**src/logic/gpd_pkg.sv**
```systemverilog
// Package with register map, field layouts, reset values and carrier types for the port data block.
`default_nettype none

package gpd_pkg;

  // Port width and data bus width.
  localparam int unsigned PORT_W = 16;
  localparam int unsigned BUS_W  = 32;

  // Register indices; the byte address of each register is four times its index.
  localparam logic [31:0] IDX_PORT_A_PIN_DATA = 32'hFFFF_8382;
  localparam logic [31:0] IDX_PORT_B_PIN_DATA = 32'hFFFF_8390;
  localparam logic [31:0] IDX_PORT_C_PIN_DATA = 32'hFFFF_8392;

  // Implemented bits of each data register; other bits read zero.
  localparam logic [15:0] MASK_PORT_A = 16'hDFFF;
  localparam logic [15:0] MASK_PORT_B = 16'h03FF;
  localparam logic [15:0] MASK_PORT_C = 16'hFFFF;

  // Value of each data register after power-on reset.
  localparam logic [15:0] RST_PORT_A = 16'h0000;
  localparam logic [15:0] RST_PORT_B = 16'h0000;
  localparam logic [15:0] RST_PORT_C = 16'h0000;

  // Byte lanes of the 16-bit register within the bus word.
  localparam int unsigned LANE_LO_LSB = 0;
  localparam int unsigned LANE_HI_LSB = 8;

  // Bus responses.
  localparam logic [1:0] RESP_OKAY   = 2'b00;
  localparam logic [1:0] RESP_SLVERR = 2'b10;

  // Register select codes returned by the address decoder.
  localparam logic [1:0] SEL_NONE = 2'b00;
  localparam logic [1:0] SEL_A    = 2'b01;
  localparam logic [1:0] SEL_B    = 2'b10;
  localparam logic [1:0] SEL_C    = 2'b11;

  // One bit per pin for each of the three ports.
  typedef struct packed {
    logic [15:0] port_c;
    logic [15:0] port_b;
    logic [15:0] port_a;
  } gpd_pins_t;

  // Write channel states, Gray coded.
  typedef enum logic [1:0] {
    GPD_WR_IDLE = 2'b00,
    GPD_WR_RESP = 2'b01
  } gpd_wr_state_t;

  // Read channel states, Gray coded.
  typedef enum logic [1:0] {
    GPD_RD_IDLE = 2'b00,
    GPD_RD_DATA = 2'b01
  } gpd_rd_state_t;

endpackage

`default_nettype wire

```
**src/logic/gpd_sync.sv**
```systemverilog
// Two-stage synchroniser for the pin levels of all ports.
`default_nettype none

module gpd_sync
  import gpd_pkg::*;
(
  // Clock and reset.
  input  wire logic               clock_in,
  input  wire logic               resetn_in,
  // Asynchronous pin levels in, synchronised levels out.
  input  wire gpd_pkg::gpd_pins_t pins_in,
  output var  gpd_pkg::gpd_pins_t pins_out
);

  gpd_pins_t meta_reg;
  gpd_pins_t meta_next;
  gpd_pins_t sync_next;

  // The first stage feeds only the second stage.
  always_comb
  begin
    meta_next = pins_in;
    sync_next = meta_reg;
  end

  // Both stages clear on reset so reads start from a known level.
  always_ff @(posedge clock_in)
  begin
    if (!resetn_in)
    begin
      meta_reg <= '0;
      pins_out <= '0;
    end
    else
    begin
      meta_reg <= meta_next;
      pins_out <= sync_next;
    end
  end

endmodule

`default_nettype wire

```
**src/logic/gpd_port_data.sv**
```systemverilog
// Data registers of three I/O ports with pin drive and an AXI4-Lite register slave.
//
// Local design decision: the AXI4-Lite register port.
`default_nettype none

module gpd_port_data
  import gpd_pkg::*;
#(
  parameter int unsigned ADDR_W = 14
)
(
  // Clock and synchronous power-on reset.
  input  wire logic               clock_in,
  input  wire logic               resetn_in,
  // AXI4-Lite write address channel.
  input  wire logic [ADDR_W-1:0]  s_axi_awaddr_in,
  input  wire logic               s_axi_awvalid_in,
  output var  logic               s_axi_awready_out,
  // AXI4-Lite write data channel.
  input  wire logic [31:0]        s_axi_wdata_in,
  input  wire logic [3:0]         s_axi_wstrb_in,
  input  wire logic               s_axi_wvalid_in,
  output var  logic               s_axi_wready_out,
  // AXI4-Lite write response channel.
  output var  logic [1:0]         s_axi_bresp_out,
  output var  logic               s_axi_bvalid_out,
  input  wire logic               s_axi_bready_in,
  // AXI4-Lite read address channel.
  input  wire logic [ADDR_W-1:0]  s_axi_araddr_in,
  input  wire logic               s_axi_arvalid_in,
  output var  logic               s_axi_arready_out,
  // AXI4-Lite read data channel.
  output var  logic [31:0]        s_axi_rdata_out,
  output var  logic [1:0]         s_axi_rresp_out,
  output var  logic               s_axi_rvalid_out,
  input  wire logic               s_axi_rready_in,
  // Pin function and direction from the pin function controller.
  input  wire gpd_pkg::gpd_pins_t general_func_in,
  input  wire gpd_pkg::gpd_pins_t direction_in,
  // Pin levels and pin drive.
  input  wire gpd_pkg::gpd_pins_t pin_level_in,
  output var  gpd_pkg::gpd_pins_t pin_data_out,
  output var  gpd_pkg::gpd_pins_t pin_oe_out
);

  localparam int unsigned IDX_W = ADDR_W - 2;

  // Number of ports, and the implemented pins of all ports side by side.
  localparam int unsigned N_PORTS  = 3;
  localparam logic [47:0] PIN_MASK = {MASK_PORT_C, MASK_PORT_B, MASK_PORT_A};

  // How the block behaves on its bus:
  // - A write commits one edge after both its address and its data are held; the
  //   response rises together with the new register value, so a driven pin moves with it.
  // - A read samples the register and the synchronised pins at its address hand-shake
  //   and answers on the next edge; a pin change is visible two edges after it is seen.
  // - At most one write and one read are in flight; the readies stay low until the
  //   response is taken, so no queue is needed on either channel.
  // - Every index bit is decoded, so each of the three registers appears once in the space.
  // - An unmapped access answers with an error and leaves every register untouched.
  // - Only the reset input clears the data registers; nothing else here can.

  // Whole state of the block, apart from the synchroniser flip-flops, in one record.
  typedef struct packed {
    gpd_wr_state_t    wr_state;
    logic             aw_have;
    logic [IDX_W-1:0] aw_idx;
    logic             w_have;
    logic [15:0]      w_data;
    logic [1:0]       w_strb;
    logic             awready;
    logic             wready;
    logic             bvalid;
    logic [1:0]       bresp;
    gpd_rd_state_t    rd_state;
    logic             arready;
    logic             rvalid;
    logic [31:0]      rdata;
    logic [1:0]       rresp;
    gpd_pins_t        data;
    gpd_pins_t        oe;
  } gpd_state_t;

  gpd_state_t state_reg;
  gpd_state_t state_next;
  gpd_pins_t  pin_sync;

  // Flat views of the per-pin buses, so that one loop serves every port.
  logic [47:0]      func_flat;
  logic [47:0]      dir_flat;
  logic [47:0]      sync_flat;
  logic [47:0]      data_flat;
  wire logic [47:0] drive_en;
  wire logic [47:0] read_flat;

  // Decodes a word index to a register select; every index bit is compared.
  function automatic logic [1:0] gpd_decode(input logic [IDX_W-1:0] idx);
    logic [1:0] sel;
    sel = SEL_NONE;
    if (idx == IDX_PORT_A_PIN_DATA[IDX_W-1:0])
    begin
      sel = SEL_A;
    end
    else if (idx == IDX_PORT_B_PIN_DATA[IDX_W-1:0])
    begin
      sel = SEL_B;
    end
    else if (idx == IDX_PORT_C_PIN_DATA[IDX_W-1:0])
    begin
      sel = SEL_C;
    end
    return sel;
  endfunction

  // Per-bit read source: stored bit when direction is 1, live level when 0.
  function automatic logic [15:0] gpd_read_value(
    input logic [15:0] stored,
    input logic [15:0] level,
    input logic [15:0] dir,
    input logic [15:0] mask
  );
    logic [15:0] value;
    value = (stored & dir) | (level & ~dir);
    return value & mask;
  endfunction

  // Merges a write into a register, one byte lane per strobe bit.
  function automatic logic [15:0] gpd_merge(
    input logic [15:0] old,
    input logic [15:0] wdata,
    input logic [1:0]  strb,
    input logic [15:0] mask
  );
    logic [15:0] value;
    value = old;
    if (strb[0])
    begin
      value[LANE_LO_LSB +: 8] = wdata[LANE_LO_LSB +: 8];
    end
    if (strb[1])
    begin
      value[LANE_HI_LSB +: 8] = wdata[LANE_HI_LSB +: 8];
    end
    return value & mask;
  endfunction

  // Pin levels pass two flip-flops before any read can see them.
  gpd_sync u_sync (
    .clock_in  (clock_in),
    .resetn_in (resetn_in),
    .pins_in   (pin_level_in),
    .pins_out  (pin_sync)
  );

  // Plain copies of the structured buses.
  assign func_flat = general_func_in;
  assign dir_flat  = direction_in;
  assign sync_flat = pin_sync;
  assign data_flat = state_reg.data;

  // Per port: the drive enable, and the value that a read would return right now.
  for (genvar p = 0; p < N_PORTS; p++)
  begin
    assign drive_en[PORT_W*p +: PORT_W]  = func_flat[PORT_W*p +: PORT_W] & dir_flat[PORT_W*p +: PORT_W]
                                           & PIN_MASK[PORT_W*p +: PORT_W];
    assign read_flat[PORT_W*p +: PORT_W] = gpd_read_value(data_flat[PORT_W*p +: PORT_W],
                                                          sync_flat[PORT_W*p +: PORT_W],
                                                          dir_flat[PORT_W*p +: PORT_W],
                                                          PIN_MASK[PORT_W*p +: PORT_W]);
  end

  // Next-state logic for both bus channels, the data registers and pin drive.
  always_comb
  begin
    logic [1:0]  wsel;
    logic [1:0]  rsel;
    logic [15:0] rval;
    state_next = state_reg;
    wsel       = gpd_decode(state_reg.aw_idx);
    rsel       = gpd_decode(s_axi_araddr_in[ADDR_W-1:2]);
    rval       = 16'h0000;

    // Write address and write data are taken independently, in either order.
    if (s_axi_awvalid_in && state_reg.awready)
    begin
      state_next.aw_have = 1'b1;
      state_next.aw_idx  = s_axi_awaddr_in[ADDR_W-1:2];
    end
    if (s_axi_wvalid_in && state_reg.wready)
    begin
      state_next.w_have = 1'b1;
      state_next.w_data = s_axi_wdata_in[15:0];
      state_next.w_strb = s_axi_wstrb_in[1:0];
    end

    // Write execution and response.
    case (state_reg.wr_state)
      GPD_WR_IDLE:
      begin
        if (state_reg.aw_have && state_reg.w_have)
        begin
          state_next.aw_have  = 1'b0;
          state_next.w_have   = 1'b0;
          state_next.bvalid   = 1'b1;
          state_next.bresp    = RESP_OKAY;
          state_next.wr_state = GPD_WR_RESP;
          // The stored bit always takes the write; the pin only follows it when driven.
          case (wsel)
            SEL_A:
            begin
              state_next.data.port_a = gpd_merge(state_reg.data.port_a, state_reg.w_data,
                                                 state_reg.w_strb, MASK_PORT_A);
            end
            SEL_B:
            begin
              state_next.data.port_b = gpd_merge(state_reg.data.port_b, state_reg.w_data,
                                                 state_reg.w_strb, MASK_PORT_B);
            end
            SEL_C:
            begin
              state_next.data.port_c = gpd_merge(state_reg.data.port_c, state_reg.w_data,
                                                 state_reg.w_strb, MASK_PORT_C);
            end
            default:
            begin
              state_next.bresp = RESP_SLVERR;
            end
          endcase
        end
      end
      GPD_WR_RESP:
      begin
        // The response stands until the master is seen ready for it.
        if (s_axi_bready_in)
        begin
          state_next.bvalid   = 1'b0;
          state_next.wr_state = GPD_WR_IDLE;
        end
      end
      // An unknown state drops any response and returns to idle.
      default:
      begin
        state_next.bvalid   = 1'b0;
        state_next.wr_state = GPD_WR_IDLE;
      end
    endcase

    // A channel is ready again only once its item is used and no response waits.
    state_next.awready = !state_next.aw_have && (state_next.wr_state == GPD_WR_IDLE);
    state_next.wready  = !state_next.w_have && (state_next.wr_state == GPD_WR_IDLE);

    // Read channel: the value is sampled at the address hand-shake.
    case (state_reg.rd_state)
      GPD_RD_IDLE:
      begin
        if (s_axi_arvalid_in && state_reg.arready)
        begin
          state_next.rresp = RESP_OKAY;
          case (rsel)
            SEL_A:
            begin
              rval = read_flat[0 +: PORT_W];
            end
            SEL_B:
            begin
              rval = read_flat[PORT_W +: PORT_W];
            end
            SEL_C:
            begin
              rval = read_flat[2*PORT_W +: PORT_W];
            end
            default:
            begin
              state_next.rresp = RESP_SLVERR;
            end
          endcase
          // The answer is latched here and stands until the master takes it.
          state_next.rdata    = {16'h0000, rval};
          state_next.rvalid   = 1'b1;
          state_next.arready  = 1'b0;
          state_next.rd_state = GPD_RD_DATA;
        end
      end
      GPD_RD_DATA:
      begin
        if (s_axi_rready_in)
        begin
          state_next.rvalid   = 1'b0;
          state_next.arready  = 1'b1;
          state_next.rd_state = GPD_RD_IDLE;
        end
      end
      // An unknown state drops any answer and reopens the address channel.
      default:
      begin
        state_next.rvalid   = 1'b0;
        state_next.arready  = 1'b1;
        state_next.rd_state = GPD_RD_IDLE;
      end
    endcase

    // A pin is driven only when it is a general pin set as output.
    state_next.oe = drive_en;
  end

  // State register; only the power-on reset clears the data registers.
  always_ff @(posedge clock_in)
  begin
    if (!resetn_in)
    begin
      // Readies leave reset high, so a request may follow the first edge after it.
      state_reg             <= '0;
      state_reg.wr_state    <= GPD_WR_IDLE;
      state_reg.rd_state    <= GPD_RD_IDLE;
      state_reg.awready     <= 1'b1;
      state_reg.wready      <= 1'b1;
      state_reg.arready     <= 1'b1;
      state_reg.data.port_a <= RST_PORT_A;
      state_reg.data.port_b <= RST_PORT_B;
      state_reg.data.port_c <= RST_PORT_C;
    end
    else
    begin
      state_reg <= state_next;
    end
  end

  // Every output is a field of the state register.
  always_comb
  begin
    s_axi_awready_out = state_reg.awready;
    s_axi_wready_out  = state_reg.wready;
    s_axi_bvalid_out  = state_reg.bvalid;
    s_axi_bresp_out   = state_reg.bresp;
    s_axi_arready_out = state_reg.arready;
    s_axi_rvalid_out  = state_reg.rvalid;
    s_axi_rdata_out   = state_reg.rdata;
    s_axi_rresp_out   = state_reg.rresp;
    pin_data_out      = state_reg.data;
    pin_oe_out        = state_reg.oe;
  end

endmodule

`default_nettype wire

```
**config.mk**
```make
export PLATFORM = sky130hd
export DESIGN_NAME = gpd_port_data
export DESIGN_NICKNAME = d
export VERILOG_FILES = /design/src/logic/gpd_pkg.sv /design/src/logic/gpd_sync.sv /design/src/logic/gpd_port_data.sv
export SDC_FILE = /design/constraint.sdc
export NUM_CORES = 1
export LEC_CHECK = 0
export BUFFER_PORTS_ARGS = -buffer_cell sky130_fd_sc_hd__buf_2
export CAP_MARGIN = 20
export CORE_MARGIN = 2
export CORE_UTILIZATION = 45
export DETAILED_ROUTE_END_ITERATION = 16
export GPL_TIMING_DRIVEN = 1
export HOLD_SLACK_MARGIN = 0.03
export PLACE_DENSITY_LB_ADDON = 0.15
export SETUP_SLACK_MARGIN = 0.05
export SYNTH_ARGS = -nofsm -noshare
export SYNTH_HDL_FRONTEND = slang
export SYNTH_SLANG_ARGS = --single-unit
```
**constraint.sdc**
```tcl
create_clock -name clock_in -period 2.2 [get_ports clock_in]
set_clock_uncertainty 0.1 [all_clocks]
set_input_delay 0.11 -clock clock_in [delete_from_list [all_inputs] [get_ports clock_in]]
set_output_delay 0.11 -clock clock_in [all_outputs]
set_load 0.005 [all_outputs]
```
; ---- Word level (Yosys, flattened, before mapping)
; Index checks and enable logic that the tools add are counted.
[op_classes]
reduce_logical = 23
n_eq_ne = 18
mux = 23
bitwise = 15
[op_table]
columns = operator, n
row1 = $and A16 B16 Y16, 6
row2 = $eq A12 B10 Y1 const B, 6
row3 = $pmux W16 S3, 1
row4 = $mux W38, 1
row5 = $not A16 Y16, 2
row6 = $or A16 B16 Y16, 2
row7 = $and A10 B10 Y10, 3
row8 = $reduce_and A4 Y1, 6
row9 = $mux W19, 1
row10 = $mux W2, 9
row11 = $mux W13, 1
row12 = $not A10 Y10, 1
row13 = $or A10 B10 Y10, 1
row14 = $eq A2 B1 Y1 const B, 4
row15 = $eq A2 B2 Y1 const B, 4
row16 = $ne A2 B2 Y1 const B, 4
row17 = $pmux W4 S2, 1
row18 = $reduce_and A2 Y1, 4
row19 = $logic_and A1 B1 Y1, 6
row20 = $logic_not A2 Y1, 3
row21 = $mux W3, 2
row22 = $reduce_or A3 Y1, 2
row23 = $mux W1, 4
row24 = $mux W4, 1
row25 = 3 further kinds, 4
[word_totals]
out_inout_bits = 137
regBits = 234
word_cells = 111

; ---- Longest topological paths before layout
; Gate-level depths: netlist of run 1.
[depth]
ltp_word = 9
depth_mapped = 6
mapped_depth_nobuf = 4

; ---- Cells and area by module
; Synthesis of run 1 repeated with hierarchy kept, for this count alone.
[hier_totals]
hier_cells = 908
area_unflattened_um2 = 9058.7
[modules_own_cells]
columns = module, area_per_inst_um2, cells_per_inst, seq_area_each_um2, n_inst
row1 = gpd_port_data, 6454.9, 706, 2782.7, 1
row2 = gpd_sync, 2603.7, 202, 1921.8, 1

; ---- Worst setup path before layout of run 1
; Ideal clock, no wire load.
[synth_path]
kind = flip-flop to flip-flop
start = reg state_reg[172] (netlist name)
end = reg state_reg (netlist bit pin_data_out[0])
setup_slack_ns = 0.570
synth_period_minus_slack_ns = 1.630
required_time_ns = 1.976
path_stages_with_launch = 6
setup_time_ns = 0.124
arrival_time_ns = 1.406
path_cell_list = dfxtp_1 nand4bb_4 nor4_4 nand4b_1 buf_2 mux2i_1
[synth_between]
elab_chain_cells = 2
[synth_lines]
columns = item, line_no
row1 = from (decl), gpd_port_data.sv:84  ; gpd_state_t state_reg;
row2 = from (signal assigned), gpd_port_data.sv:324  ; state_reg <= state_next;
row3 = $logic_not A2 Y1, gpd_port_data.sv:197  ; case (state_reg.wr_state)
row4 = $reduce_and A4 Y1 (no line), --
; No other way between the ends.
; A chain may end at the register's enable or synchronous reset.

; ---- Worst setup path in the final report of run 1
[layout_path]
start = reg state_reg[132] (netlist name)
end = reg state_reg (netlist bit s_axi_rresp_out[1])
[layout_between]
elab_chain_cells = 2
[layout_lines]
columns = item, line_no
row1 = $logic_not A2 Y1, gpd_port_data.sv:253  ; case (state_reg.rd_state)
row2 = $reduce_and A2 Y1 (no line), --
; No other way between the ends.

==> metrics.yaml, run 1 <==
setup_path:
  crit_arrival_ps: 2310
  ff2ff_path_depth: 6
  slowest_delay_ps: 550
  slowest_stage: "dlygate4sd3_1"
  cp-end-kind: "register"
  rrSetupSlack_ps: 180
  r2r-end: "s_axi_rresp_out[1]"
  cp_cell_sequence: "nand3b_1 -> buf_4 -> nor4_2 -> o21ai_0 -> o211a_1 -> dlygate4sd3_1"
  crit_family: "buffers and inverters"
  worstPathRequired_ps: 2490
  r2r-start: "state_reg[132]"
  path_buf_inv: 2
  path_max_fanout: 5
  start_kind: "register"
  worstSetupPathType: "register to register"
final_layout:
  design_area_mm2: 0.01226
  finalNetCount: 1455
  layoutNonFillerInstCount: 1491
  synthToLayoutAreaGrowth_pct: 41.98
  num_antenna_cells: 0
  drive_gt1_share_pct: 27.76
  utilization_pct: 65.35
  fillerInstances: 1492
timing:
  maxSlewHeadroom_pct: 41.03
  fin_crit_sh_pct: 91.81
  worstMarginPinSlew_ps: 884.0
  timing.fmax_mhz: 495.1
  final.setup.worst_slack_ps: 180.1
  fin_crit_ps: 2020
  setup-violations-final: 0
  rsz0062_at_grt: "true"
  drv_slew: 0
  hold_viol: 0
  setup-tns-final_ps: 0
logic_synthesis:
  synth_xor_area_share_pct: 0
  synthMuxAreaShare_pct: 9.082
  synth_compound_area_share_pct: 6.706
  syn_area_per_cell_um2: 9.963
  netlist.area_leader.share_pct: 51.22
  netlist_top_cells_area: "dfxtp_1 (51%), buf_4 (11%), mux2i_1 (7.6%)"
  synthesis.area_mm2: 0.008638
  yosys.area_share.adder_pct: 0
  synth-seq-area-share_pct: 51.22
  yosysTopAreaCell: "dfxtp_1"
  synth-simple-area-share_pct: 19.54
  yosysUniqueCellTypes: 40
  synth-seq-cells: 221
  synth_cells: 867
  yosys_warnings: 0
  synth_top_family_by_area: "simple AND/OR/NAND/NOR gates"
outcome:
  status: "complete, no violations"
global_route:
  globalRoute.totalOverflow: 0
  antenna_found_initial: 0
  grt_pass1_wl_um: 34470
  grt_start_max_net_pins: 122
  grt_usage_pct: 21.32
  grt_pass1_vias: 6732
route:
  drc: 0
  dr.first_iter.drc_count: 194
  vias: 6861
  detail-route-antenna-nets: 0
  routed_wl_um: 22530
  wl_per_cell_um: 15.11
  firstDrtPassIters: 4
  avgViaCountPerCell: 4.602
placed_design:
  place_congestion: 0.7420
  dp_slack_ps: 325.2
  place_area_mm2: 0.009356
  numPortBuffers: 276
  hpwl_um: 14610
  dp.cells: 1245
run:
  maxCapViolCount: 0
cts:
  cts_tree: "done"
  numCtsBuffers: 25
  path_clk_slew_ps: 60
  ctsRootBufferMaster: "clkbuf_16"
  clk_latency_ps: 500
  cts_num_sinks: 221
  post-cts-setup-buffer-count: 0
  clk_path_buf_depth: 3
  htreeDepth: 1
die:
  io_pins: 352
  die_h_um: 142.6
  initial_core_util_pct: 46.03
  core_area_mm2: 0.01877
  die_area_mm2: 0.02032
  std_cell_rows: 50
  die_width_um: 142.6
power_and_ir_drop:
  powerDensity_mw_per_mm2: 768.2
  cellLeakagePower_nw: 6.053
  ir_drop_uv: 674.8
worst_hold_path:
  min-delay-start: "direction_in[47]"
  hold_depth: 4
  min_to: "s_axi_rdata_out[15]"
  hold_path.class: "primary input to register"
-- worst reg2reg max path, stage by stage (launching register included) --
cell	delay, ps
dfxtp_1	340
nand3b_1	180
buf_4	170
nor4_2	300
o21ai_0	130
o211a_1	140
dlygate4sd3_1	550
-- cell families after synthesis --
kind of cell           count (synthesis)
muxes                                 77
AOI/OAI and AO/OA                     86
DFF                                  221
buffers and inverters                173
other                                  1
and+or+nand+nor                      309
-- cells in the final DEF, fill, tap and decap left out, types with 7 or more instances in the layout --
master         count
o21ai_1            8
clkbuf_16         25
a21oi_1           17
clkinv_2           8
buf_4              7
conb_1            33
and3_1            41
a21boi_0          32
and2_1            85
mux2_2            11
mux2i_1           66
dlygate4sd3_1    202
nand2_1          123
dfxtp_1          221
a22oi_1           10
buf_2            275
nor2_1            26
-- area by class of cell --
cell class                 count  area [µm²]  area share (%)
clock buffer                  31       688.2           5.611
tap                          234       292.8           2.387
clock inverter                13       190.2           1.551
sequential                   221        4424           36.07
inverter                       1       3.754         0.03061
multi-input combinational    505        3183           25.95
timing repair buffer         486        3482           28.39
-- worst max-delay path by stage --
stage | to | start | cells after the start | slack, ps
after floorplan | pin_data_out[0] | state_reg[172] | 5 | 570
after global placement | pin_data_out[18] | state_reg[158] | 4 | 320
after detailed placement | pin_data_out[19] | state_reg[158] | 4 | 330
after CTS | s_axi_rdata_out[13] | state_reg[132] | 6 | 110
after global routing | s_axi_rdata_out[13] | state_reg[132] | 6 | 50
final | s_axi_rresp_out[1] | state_reg[132] | 6 | 180
-- cell usage after synthesis, drive strengths merged --
cell and instances:
dfxtp 221, buf 138, nand2 123, and2 87, mux2i 66, and3 41
clkbuf 34, a21boi 33, nor2 26, a21oi 17, o21ai 13, mux2 11
a22oi 10, nand4 6, nor2b 6, a211oi 5, a22o 5, nor4 5
nor3 3, nand3b 2, nand4b 2, nand4bb 2, o21a 2, or4bb 2
conb 1, inv 1, nand2b 1, nor3b 1, o211a 1, or2 1
or4b 1
-- where the power goes --
group | switching (W) | leakage, nW | internal (W)
Clock | 0.00159 | 0.441 | 0.00279
Combinational | 0.000344 | 3.80 | 0.000486
Sequential | 0.0000571 | 1.81 | 0.00415
Total | 0.00199 | 6.05 | 0.00743
-- metal layers --
| metal | up-vias | share of wire [%] | GRT usage, % |
|---|---|---|---|
| met5 | - | 0 | 0 |
| met4 | 0 | 1.9 | 5.315 |
| met3 | 29 | 6.6 | 4.307 |
| met2 | 245 | 47 | 36.66 |
| met1 | 3132 | 44 | 27.46 |
| li1 | 3455 | - | - |
-- repair_timing --
| item | CTS | global route |
|---|---|---|
| endpoints found under the setup margin | 0 | 4 |
| resized for setup | 0 | 3 |
| hold endpoints to repair | 151 | 0 |
| hold buffers | 202 | 0 |
-- through the flow --
step / total power, W / hold WS (ps)
2_1_floorplan: 0.004651 / 137.3
4_1_cts: 0.009512 / 33.41
5_1_grt: 0.009782 / 49.55
3_3_place_gp: 0.004844 / 215.9
6_report: 0.009422 / 48.99
3_5_place_dp: 0.004854 / 218.2
(Power assumes the default switching activity.)
==> run 2: changes to the inputs <==
--- a/config.mk
+++ b/config.mk
@@ -5,11 +5,11 @@
 export SDC_FILE = /design/constraint.sdc
 export NUM_CORES = 1
 export LEC_CHECK = 0
-export BUFFER_PORTS_ARGS = -buffer_cell sky130_fd_sc_hd__buf_2
 export CAP_MARGIN = 20
 export CORE_MARGIN = 2
 export CORE_UTILIZATION = 45
 export DETAILED_ROUTE_END_ITERATION = 16
+export DONT_BUFFER_PORTS = 1
 export GPL_TIMING_DRIVEN = 1
 export HOLD_SLACK_MARGIN = 0.03
 export PLACE_DENSITY_LB_ADDON = 0.15
==> run 2 against run 1 <==
Against the previous run: the run now fails in clock tree synthesis; synthesized cell count is the same; synthesized area is the same.
==> metrics.yaml, run 2 <==
outcome:
  error: "[ERROR RSZ-0060] Max buffer count reached."
  lastStage: "clock tree synthesis"
  status: "did not finish"  # was complete, no violations
logic_synthesis:
  synth-seq-area-share_pct: 51.22  # unchanged
  synth_edf_count: 0  # unchanged
  netlist.area_leader.share_pct: 51.22  # unchanged
  synth_common_cells: "dfxtp_1 (221), buf_4 (132), nand2_1 (123)"  # unchanged
  yosysTopAreaCell: "dfxtp_1"  # unchanged
  syn_area_per_cell_um2: 9.963  # unchanged
  synthArstFlopShare_pct: 0  # unchanged
  synthFlopType: "dfxtp_1"  # unchanged
  netlist_top_cells_area: "dfxtp_1 (51%), buf_4 (11%), mux2i_1 (7.6%)"  # unchanged
  yosysUniqueCellTypes: 40  # unchanged
  synthesis.area_mm2: 0.008638  # unchanged
  synth_most_common_cell: "dfxtp_1"  # unchanged
  synth-seq-cells: 221  # unchanged
  synth_cells: 867  # unchanged
  yosys_warnings: 0  # unchanged
placed_design:
  numPortBuffers: 0  # was 276
  hpwl_um: 13830  # was 14610 µm
  place_congestion: 0.7993  # was 0.7420
cts:
  ctsRootBufferMaster: "clkbuf_16"  # unchanged
  post-cts-setup-buffer-count: 0  # unchanged
  numCtsBuffers: 23  # was 25
  htreeDepth: 1  # unchanged
  ctsHoldBuffers: 203  # was 202
  cts_resized: 0  # unchanged
  clk_path_buf_depth: 3  # unchanged
  cts_num_sinks: 221  # unchanged
die:
  io_pins: 352  # unchanged
  std_cell_rows: 50  # unchanged
  initial_core_util_pct: 46.03  # unchanged
  die_width_um: 142.6  # unchanged
  die_h_um: 142.6  # unchanged
run 2: kinds of logic after synthesis:
kind of cell	share of synthesized area (%)
other	0.04341
AOI/OAI and AO/OA	6.706
muxes	9.082
DFF	51.22
buffers and inverters	13.41
and+or+nand+nor	19.54
run 2: per-stage QoR:
stage	setup WS, ps	cells	hold WS, ps	util, %	instance area (µm²)
after detailed placement	231.3	964	111.7	42.19	7919
after floorplan	570.4	899	137.3	-	8758
after global placement	305.6	964	109.4	42.19	7919
==> run 3: changes to the inputs <==
--- a/config.mk
+++ b/config.mk
@@ -7,13 +7,11 @@
 export LEC_CHECK = 0
 export CAP_MARGIN = 20
 export CORE_MARGIN = 2
-export CORE_UTILIZATION = 45
+export CORE_UTILIZATION = 30
 export DETAILED_ROUTE_END_ITERATION = 16
 export DONT_BUFFER_PORTS = 1
 export GPL_TIMING_DRIVEN = 1
-export HOLD_SLACK_MARGIN = 0.03
 export PLACE_DENSITY_LB_ADDON = 0.15
-export SETUP_SLACK_MARGIN = 0.05
 export SYNTH_ARGS = -nofsm -noshare
 export SYNTH_HDL_FRONTEND = slang
 export SYNTH_SLANG_ARGS = --single-unit
==> run 3 against run 2 <==
Against the previous run: the flow again stops in clock tree synthesis; synthesized area unchanged; synthesized cell count is the same.
==> metrics.yaml, run 3 <==
logic_synthesis:
  synth_most_common_cell: "dfxtp_1"  # unchanged
  synth_common_cells: "dfxtp_1 (221), buf_4 (132), nand2_1 (123)"  # unchanged
  netlist.area_leader.share_pct: 51.22  # unchanged
  yosysUniqueCellTypes: 40  # unchanged
  yosys_warnings: 0  # unchanged
  synthFlopType: "dfxtp_1"  # unchanged
  netlist_top_cells_area: "dfxtp_1 (51%), buf_4 (11%), mux2i_1 (7.6%)"  # unchanged
  syn_area_per_cell_um2: 9.963  # unchanged
  yosysTopAreaCell: "dfxtp_1"  # unchanged
  synthArstFlopShare_pct: 0  # unchanged
  synthesis.area_mm2: 0.008638  # unchanged
  synth_edf_count: 0  # unchanged
  synth-seq-cells: 221  # unchanged
  synth-seq-area-share_pct: 51.22  # unchanged
  synth_cells: 867  # unchanged
cts:
  cts_num_sinks: 221  # unchanged
  ctsRootBufferMaster: "clkbuf_16"  # unchanged
  htreeDepth: 1  # unchanged
  cts_resized: 0  # unchanged
  numCtsBuffers: 25  # was 23
  ctsHoldBuffers: 233  # was 203
  clk_path_buf_depth: 3  # unchanged
  post-cts-setup-buffer-count: 0  # unchanged
die:
  die_width_um: 173.7  # was 142.6 µm
  die_h_um: 173.7  # was 142.6 µm
  std_cell_rows: 62  # was 50
  io_pins: 352  # unchanged
  initial_core_util_pct: 30.26  # was 46.03%
outcome:
  error: "[ERROR RSZ-0060] Max buffer count reached."  # unchanged
  status: "did not finish"  # unchanged
  lastStage: "clock tree synthesis"  # unchanged
placed_design:
  dp.cells: 1117  # was 964
  place_congestion: 0.7100  # was 0.7993
  place_area_mm2: 0.008129  # was 0.007919 mm²
  hpwl_um: 15070  # was 13830 µm
  numPortBuffers: 0  # unchanged
  dp_slack_ps: 304.0  # was 231.3 ps
==> run 3: per-stage QoR <==
| stage | util [%] | hold slack (ps) |
|---|---|---|
| 3_3_place_gp | 28.48 | 117.6 |
| 2_1_floorplan | - | 137.3 |
| 3_5_place_dp | 28.48 | 116.6 |
==> run 3: cells by family after synthesis <==
family / Yosys count / share of synthesized area [%]
AO/OA/AOI/OAI: 86 / 6.706
buffers and inverters: 173 / 13.41
flip-flops: 221 / 51.22
multiplexers: 77 / 9.082
other: 1 / 0.04341
AND/OR/NAND/NOR: 309 / 19.54
